File: src/hdl/ifs_map.vh
// Register addresses, field positions, reset values and sizes of the status block
`ifndef IFS_MAP_VH
`define IFS_MAP_VH

`define IFS_RAW_IRQ_STATUS_ADDR 32'h50001334
`define IFS_RX_FIFO_THRESHOLD_ADDR 32'h50001338
`define IFS_TX_FIFO_THRESHOLD_ADDR 32'h5000133c
`define IFS_CLEAR_ALL_IRQS_ADDR 32'h50001340

`define IFS_BIT_RX_UNDER 0
`define IFS_BIT_RX_OVER 1
`define IFS_BIT_RX_FULL 2
`define IFS_BIT_TX_OVER 3
`define IFS_BIT_TX_EMPTY 4

`define IFS_FIFO_DEPTH 6'h20
`define IFS_THRESHOLD_MAX 5'h1f
`define IFS_THRESHOLD_RESET 5'h00
`define IFS_ABORT_KEEP_BIT 9

`endif

File: src/hdl/ifs_fifo_level.v
// Fill-level tracker for one 32-entry FIFO, with flush
`timescale 1ns/1ns
module ifs_fifo_level (
    clk_sys, // System clock
    resetn, // Asynchronous reset, active low
    flush, // Hold level at zero
    push, // Entry written
    pop, // Entry taken
    level, // Current fill level
    full, // Level equals depth
    empty // Level is zero
);
`include "ifs_map.vh"
    input wire clk_sys;
    input wire resetn;
    input wire flush;
    input wire push;
    input wire pop;
    output reg [5:0] level;
    output wire full;
    output wire empty;

    wire doPush;
    wire doPop;

    assign full = (level == `IFS_FIFO_DEPTH);
    assign empty = (level == 6'h00);
    // A push into a full FIFO is dropped, a pop of an empty one does nothing
    assign doPush = push & ~full;
    assign doPop = pop & ~empty;

    // Level counter; flush beats any traffic
    always @(posedge clk_sys or negedge resetn) begin
        if (!resetn) begin
            level <= 6'h00;
        end else if (flush) begin
            level <= 6'h00;
        end else if (doPush & ~doPop) begin
            level <= level + 6'h01;
        end else if (doPop & ~doPush) begin
            level <= level - 6'h01;
        end
    end
endmodule // ifs_fifo_level

File: src/hdl/ifs_status.v
// FIFO threshold registers and raw interrupt status of the I2C controller
`timescale 1ns/1ns
module ifs_status (
    clk_sys, // System clock, 20 MHz
    resetn, // Asynchronous reset, active low
    psel, // APB select
    penable, // APB enable
    pwrite, // APB write
    paddr, // APB byte address
    pwdata, // APB write data
    prdata, // APB read data
    pready, // APB ready
    pslverr, // APB error for unmapped address
    ctrlEnable, // Controller enable bit from the enable register
    engineActive, // Master or slave state machine not idle
    dataCmdWrite, // Processor write to data_command_port
    dataCmdRead, // Processor read of data_command_port
    txPop, // Engine takes a transmit entry
    rxByte, // Engine delivers a received byte
    abortCauseKeep, // Bit 9 of abort_cause_reg
    irqMask, // Mask bits for the five flags, 1 enables
    internalEnable, // Internal enable
    rawIrqStatus, // Raw flags, bits 4:0
    abortCauseClear, // Pulse: clear abort_cause_reg
    irqCombined // Combined interrupt
);
`include "ifs_map.vh"
    input wire clk_sys;
    input wire resetn;
    input wire psel;
    input wire penable;
    input wire pwrite;
    input wire [31:0] paddr;
    input wire [31:0] pwdata;
    output reg [31:0] prdata;
    output reg pready;
    output reg pslverr;
    input wire ctrlEnable;
    input wire engineActive;
    input wire dataCmdWrite;
    input wire dataCmdRead;
    input wire txPop;
    input wire rxByte;
    input wire abortCauseKeep;
    input wire [4:0] irqMask;
    output reg internalEnable;
    output reg [4:0] rawIrqStatus;
    output reg abortCauseClear;
    output reg irqCombined;

    reg [4:0] rxThreshold_reg;
    reg [4:0] txThreshold_reg;
    // Next raw flags and the two FIFO fill levels
    reg [4:0] raw_next;
    wire [5:0] rxLevel;
    wire [5:0] txLevel;
    wire rxFull;
    wire txFull;
    wire rxEmpty;
    // Bus decode and completion strobes
    wire accessDone;
    wire wrDone;
    wire rdDone;
    wire hitRaw;
    wire hitRxTl;
    wire hitTxTl;
    wire hitClr;
    wire clearAll;
    wire [4:0] thrWrite;

    // Access completes on the second APB access cycle, when pready is high
    assign accessDone = psel & penable & pready;
    assign wrDone = accessDone & pwrite;
    assign rdDone = accessDone & ~pwrite;

    // Full-width address decode; anything else is refused with pslverr
    assign hitRaw = (paddr == `IFS_RAW_IRQ_STATUS_ADDR);
    assign hitRxTl = (paddr == `IFS_RX_FIFO_THRESHOLD_ADDR);
    assign hitTxTl = (paddr == `IFS_TX_FIFO_THRESHOLD_ADDR);
    assign hitClr = (paddr == `IFS_CLEAR_ALL_IRQS_ADDR);

    // Clear-all acts on the completing read only, never on the wait cycle
    assign clearAll = rdDone & hitClr;
    // Writes with any of bits 15:5 set saturate to the deepest setting
    assign thrWrite = (pwdata[15:5] != 11'h000) ? `IFS_THRESHOLD_MAX : pwdata[4:0];

    // Pops of an empty FIFO are ignored here; the underflow flag records them
    // Receive FIFO level, flushed while the enable bit is zero
    ifs_fifo_level rxFifo (
        .clk_sys(clk_sys),
        .resetn(resetn),
        .flush(~ctrlEnable),
        .push(rxByte),
        .pop(dataCmdRead),
        .level(rxLevel),
        .full(rxFull),
        .empty(rxEmpty)
    );

    // Transmit FIFO level, flushed while the enable bit is zero
    ifs_fifo_level txFifo (
        .clk_sys(clk_sys),
        .resetn(resetn),
        .flush(~ctrlEnable),
        .push(dataCmdWrite),
        .pop(txPop),
        .level(txLevel),
        .full(txFull),
        .empty()
    );

    // Internal enable stays up after disable until the engines go idle
    // Sticky flags survive a disable for as long as this stays high
    always @(posedge clk_sys or negedge resetn) begin
        if (!resetn) begin
            internalEnable <= 1'b0;
        end else begin
            internalEnable <= ctrlEnable | (internalEnable & engineActive);
        end
    end

    // Next raw flags; events win over a clear-all in the same cycle
    always @* begin
        raw_next = rawIrqStatus;
        if (clearAll) begin
            raw_next[`IFS_BIT_RX_UNDER] = 1'b0;
            raw_next[`IFS_BIT_RX_OVER] = 1'b0;
            raw_next[`IFS_BIT_TX_OVER] = 1'b0;
        end
        if (!internalEnable) begin
            raw_next[`IFS_BIT_RX_UNDER] = 1'b0;
            raw_next[`IFS_BIT_RX_OVER] = 1'b0;
            raw_next[`IFS_BIT_TX_OVER] = 1'b0;
        end
        // Overflow and underflow events come last so that a set wins
        if (dataCmdWrite & txFull) begin
            raw_next[`IFS_BIT_TX_OVER] = 1'b1;
        end
        if (rxByte & rxFull) begin
            raw_next[`IFS_BIT_RX_OVER] = 1'b1;
        end
        if (dataCmdRead & rxEmpty) begin
            raw_next[`IFS_BIT_RX_UNDER] = 1'b1;
        end
        // Level flags track the FIFOs; receive threshold n means n plus one entries, transmit threshold n means n or fewer
        raw_next[`IFS_BIT_RX_FULL] = ctrlEnable &
            (rxLevel >= ({1'b0, rxThreshold_reg} + 6'h01));
        // Top setting stands for a full FIFO of 32, not for 31 entries
        raw_next[`IFS_BIT_TX_EMPTY] = internalEnable & ((txLevel <= {1'b0, txThreshold_reg}) |
            (txThreshold_reg == `IFS_THRESHOLD_MAX));
    end

    // Status flags, combined interrupt and abort cause clear pulse
    always @(posedge clk_sys or negedge resetn) begin
        if (!resetn) begin
            rawIrqStatus <= 5'h00;
            irqCombined <= 1'b0;
            abortCauseClear <= 1'b0;
        end else begin
            rawIrqStatus <= raw_next;
            irqCombined <= |(raw_next & irqMask);
            abortCauseClear <= clearAll & ~abortCauseKeep;
        end
    end

    // Reserved bits 15:5 only steer saturation and are never stored
    // Threshold registers; only the five-bit field is kept
    always @(posedge clk_sys or negedge resetn) begin
        if (!resetn) begin
            rxThreshold_reg <= `IFS_THRESHOLD_RESET;
            txThreshold_reg <= `IFS_THRESHOLD_RESET;
        end else begin
            if (wrDone & hitRxTl) begin
                rxThreshold_reg <= thrWrite;
            end
            if (wrDone & hitTxTl) begin
                txThreshold_reg <= thrWrite;
            end
        end
    end

    // Limitation: writes to the raw status and clear-all addresses are ignored
    // APB slave: one wait state so read data comes from a flop
    always @(posedge clk_sys or negedge resetn) begin
        if (!resetn) begin
            pready <= 1'b0;
            pslverr <= 1'b0;
            prdata <= 32'h00000000;
        end else if (psel & penable & ~pready) begin
            pready <= 1'b1;
            pslverr <= ~(hitRaw | hitRxTl | hitTxTl | hitClr);
            if (pwrite | hitClr) begin
                prdata <= 32'h00000000; // Clear-all reads as zero
            end else if (hitRaw) begin
                prdata <= {27'h0000000, rawIrqStatus};
            end else if (hitRxTl) begin
                prdata <= {27'h0000000, rxThreshold_reg};
            end else if (hitTxTl) begin
                prdata <= {27'h0000000, txThreshold_reg};
            end else begin
                prdata <= 32'h00000000;
            end
        end else begin
            pready <= 1'b0;
            pslverr <= 1'b0;
        end
    end
endmodule // ifs_status

File: config.mk
export PLATFORM = sky130hd
export DESIGN_NAME = ifs_status
export DESIGN_NICKNAME = d
export VERILOG_FILES = /design/src/hdl/ifs_fifo_level.v /design/src/hdl/ifs_status.v
export VERILOG_INCLUDE_DIRS = /design/src /design/src/hdl
export SDC_FILE = /design/constraint.sdc
export NUM_CORES = 1
export LEC_CHECK = 0
export BUFFER_PORTS_ARGS = -buffer_cell sky130_fd_sc_hd__buf_2
export CORE_ASPECT_RATIO = 2
export CORE_MARGIN = 8
export CORE_UTILIZATION = 48
export DETAILED_ROUTE_END_ITERATION = 10
export PLACE_DENSITY = 0.82
export SYNTH_ARGS = -nofsm -noshare
export SYNTH_HDL_FRONTEND = slang
export SYNTH_SLANG_ARGS = --single-unit
File: constraint.sdc
create_clock -name clk_sys -period 3.7 [get_ports clk_sys]
set_input_delay 0.37 -clock clk_sys [delete_from_list [all_inputs] [get_ports clk_sys]]
set_output_delay 0.37 -clock clk_sys [all_outputs]
set_load 0.02 [all_outputs]
==> flow_summary.ini <==
[cells_and_area]
seq_area_um2 = 926
antenna_cells = 0
fillers = 503
multi_input_area_mm2 = 0.00166
syn_to_final_growth_pct = 17.7
final_cells = 445
nNetsFinal = 486
fin_area_mm2 = 0.00328
top_regs = rxFifo.level (6), txFifo.level (6)
layout-drive-gt1-share_pct = 29.7

[drt]
vias_per_cell = 5.57
drtIter0Drc = 101
drt-wirelength-per-cell_um = 16.1
routed-via-count = 2480
firstDrtPassIters = 4
ant_nets = 0
drc = 0
routed_wl_um = 7180

[critical_path]
path_class = reg2reg
path_cells = or4_1 > nor2_1 > mux2i_1 > ha_1 > a211oi_1 > o21bai_1 > a21oi_1 > xnor2_1 > nand4_1 > o221ai_1
endpoint_kind = flip-flop
start_kind = flip-flop
critical_path.startpoint = txFifo.level[3]
cpPeakStageDelay_ps = 570
arrival_ps = 3290
path_max_fanout = 6
crit_slowest_cell = or4_1
crit_required_ps = 3850
reg2reg_from = txFifo.level[3]

[timing]
worst_clock_skew_ps = 7.38
worstMarginPinSlew_ps = 899
fin_setup_tns_ps = 0
finalSetupViolations = 0
fin_ws_ps = 561
period_needed_ps = 3140
grt_setup_unrepaired = false
hold_viol_final = 0
slew_headroom_pct = 39.2
fin_crit_sh_pct = 84.8
drv_slew = 0
fmax_mhz = 319

[placed_design]
gp_congestion = 0.884
place_ws_ps = 565
place_inst = 437
portBuffers = 79
hpwl_um = 5920
dpl-instance-area_mm2 = 0.00313

[synth]
yosysTopAreaCell = dfrtp_1
synth_ff_type = dfrtp_1
synthCells = 303
synthArstFlopShare_pct = 100
synth-xor-area-share_pct = 3.15
synth_mux_area_share_pct = 4.81
synth_top_family_by_area = simple AND/OR/NAND/NOR gates
ys_seq_elements = 37
synth_area_mm2 = 0.00278
synth-compound-area-share_pct = 15.1
yosysUniqueCellTypes = 54
syn_avg_cell_area_um2 = 9.19
synth_top_area_share_pct = 33.3
synthSimpleGateAreaFrac_pct = 22.4
synth_area_leaders = dfrtp_1 33%, ha_1 9.0%, buf_4 7.6%
synthAdderAreaFrac_pct = 10.4
yosys.cell_count.top_type = dfrtp_1
synthTopCellsByCount = 37 x dfrtp_1, 28 x buf_4, 24 x nand2_1, 20 x ha_1, 20 x o21ai_0
synth_edf_count = 0
yosysWarnings = 0
ys_seq_area_share_pct = 33.3

[global_routing]
grt-ovfl-total = 0
antenna_found_initial = 0
grt_pass1_vias = 2694
grt_pass1_wl_um = 12000
met2_usage_pct = 31.8
use_met1_pct = 14.7
grt_busiest_layer = met2
met3_usage_pct = 4.39
grt_max_degree = 38
grt_usage_pct = 16.6

[cts]
worstSkewPairLatency_ps = 280
cts_resized = 0
cts_setup_buffers = 0
path_clk_slew_ps = 60
cts_num_sinks = 37
cts-root-buf = clkbuf_16
ctsHoldBuffers = 0
cts_max_level = 2
tritoncts = built
cts-buffers-inserted = 5
cts_buffer_depth = 2

[floorplanning]
die_x_um = 69.9
initial_core_util_pct = 49.2
pin_count = 123
num_rows = 39
die_h_um = 124
die-area_mm2 = 0.00864
core-area_mm2 = 0.00566

[status]
status = completed

[job]
maxCapViolCount = 0

[power_and_ir_drop]
power_frac_comb_pct = 44.4
p_seq_share_pct = 32.1
ir_worst_vdd_mv = 0.359
p_leak_nw = 1.66
p_int_mw = 1.10
power_density_mw_per_mm2 = 551
pwr-share-clk_pct = 23.5
fin_total_pwr_mw = 1.81
power_switching_mw = 0.709
switching_share_pct = 39.2

[min_path]
hold_class = in2async
critical path, delay by kind of cell (launching register included):
family / cells / cell delay (ps)
adder cells (fa/ha/maj): 1 / 360
flip-flops: 1 / 420
multiplexers: 1 / 560
XOR/XNOR: 1 / 110
AND/OR/NAND/NOR: 3 / 910
AO/OA/AOI/OAI: 4 / 640
through the flow:
stage | hold slack, ps | util (%)
floorplan | 74.4 | -
global placement | 456 | 55.3
detailed placement | 465 | 55.3
CTS | 218 | 57.9
global route | 255 | 57.9
finish | 180 | 57.9
kinds of logic (layout without fill, tap and decap cells):
family,after synthesis,after routing
and+or+nand+nor,105,105
AOI/OAI and AO/OA,65,65
buffers and inverters,51,106
DFF,37,37
adders and majority gates,22,22
muxes,12,12
xor gates and xnor gates,10,10
other,1,27
per-layer routing:
metal | share of wire [%] | vias to the layer above
met5 | 0 | -
met1 | 35 | 1175
met2 | 55 | 86
li1 | - | 1199
met4 | 4.4 | 0
met3 | 6.2 | 20
final cells by class:
cell class,count,area share [%]
clock inverters,3,0.649
multi-input cells,241,50.6
clock buffers,5,3.82
flip-flops and latches,37,28.3
inverters,18,2.06
well taps,61,2.33
repair buffers,80,12.3
power groups by stage:
stage / sequential, mW / combinational (mW) / clock (mW)
2_1_floorplan: 0.588 / 0.603 / 0
3_3_place_gp: 0.583 / 0.767 / 0
3_5_place_dp: 0.586 / 0.800 / 0
4_1_cts: 0.579 / 0.805 / 0.425
5_1_grt: 0.593 / 0.910 / 0.439
6_report: 0.580 / 0.803 / 0.424
final timing paths:
check | to | slack [ps] | cells after the start
min in group clk_sys | abortCauseClear | 240 | 2
setup reg to reg | txFifo.level[5] | 560 | 10
max in group asynchronous | irqCombined | 2990 | 1
hold reg to reg | prdata[4] | 480 | 2
setup / recovery | txFifo.level[5] | 560 | 10
hold / removal | txFifo.level[3] | 180 | 1
cells in the final DEF, fill, tap and decap left out, types with 2 or more instances in the layout:
cell	instances
buf_2	79
o21a_1	2
nor2b_1	5
nor3b_1	2
or4_1	3
nor4_1	4
conb_1	27
nand2_1	24
mux2_2	11
nand3b_1	3
clkbuf_16	5
nor3_1	6
inv_1	18
o21ai_0	20
nor4b_4	2
or2_2	5
a21o_1	6
nand3_1	14
a21oi_1	14
nor4b_1	3
o21bai_1	2
and3_1	2
o31ai_1	2
xor2_1	3
xnor2_1	7
a211oi_1	3
nand4_1	5
nand2b_1	2
ha_1	20
a22oi_1	5
a221o_1	2
fa_1	2
dfrtp_1	37
o41ai_1	2
nor2_1	16
Power figures use the tool's default switching activity.
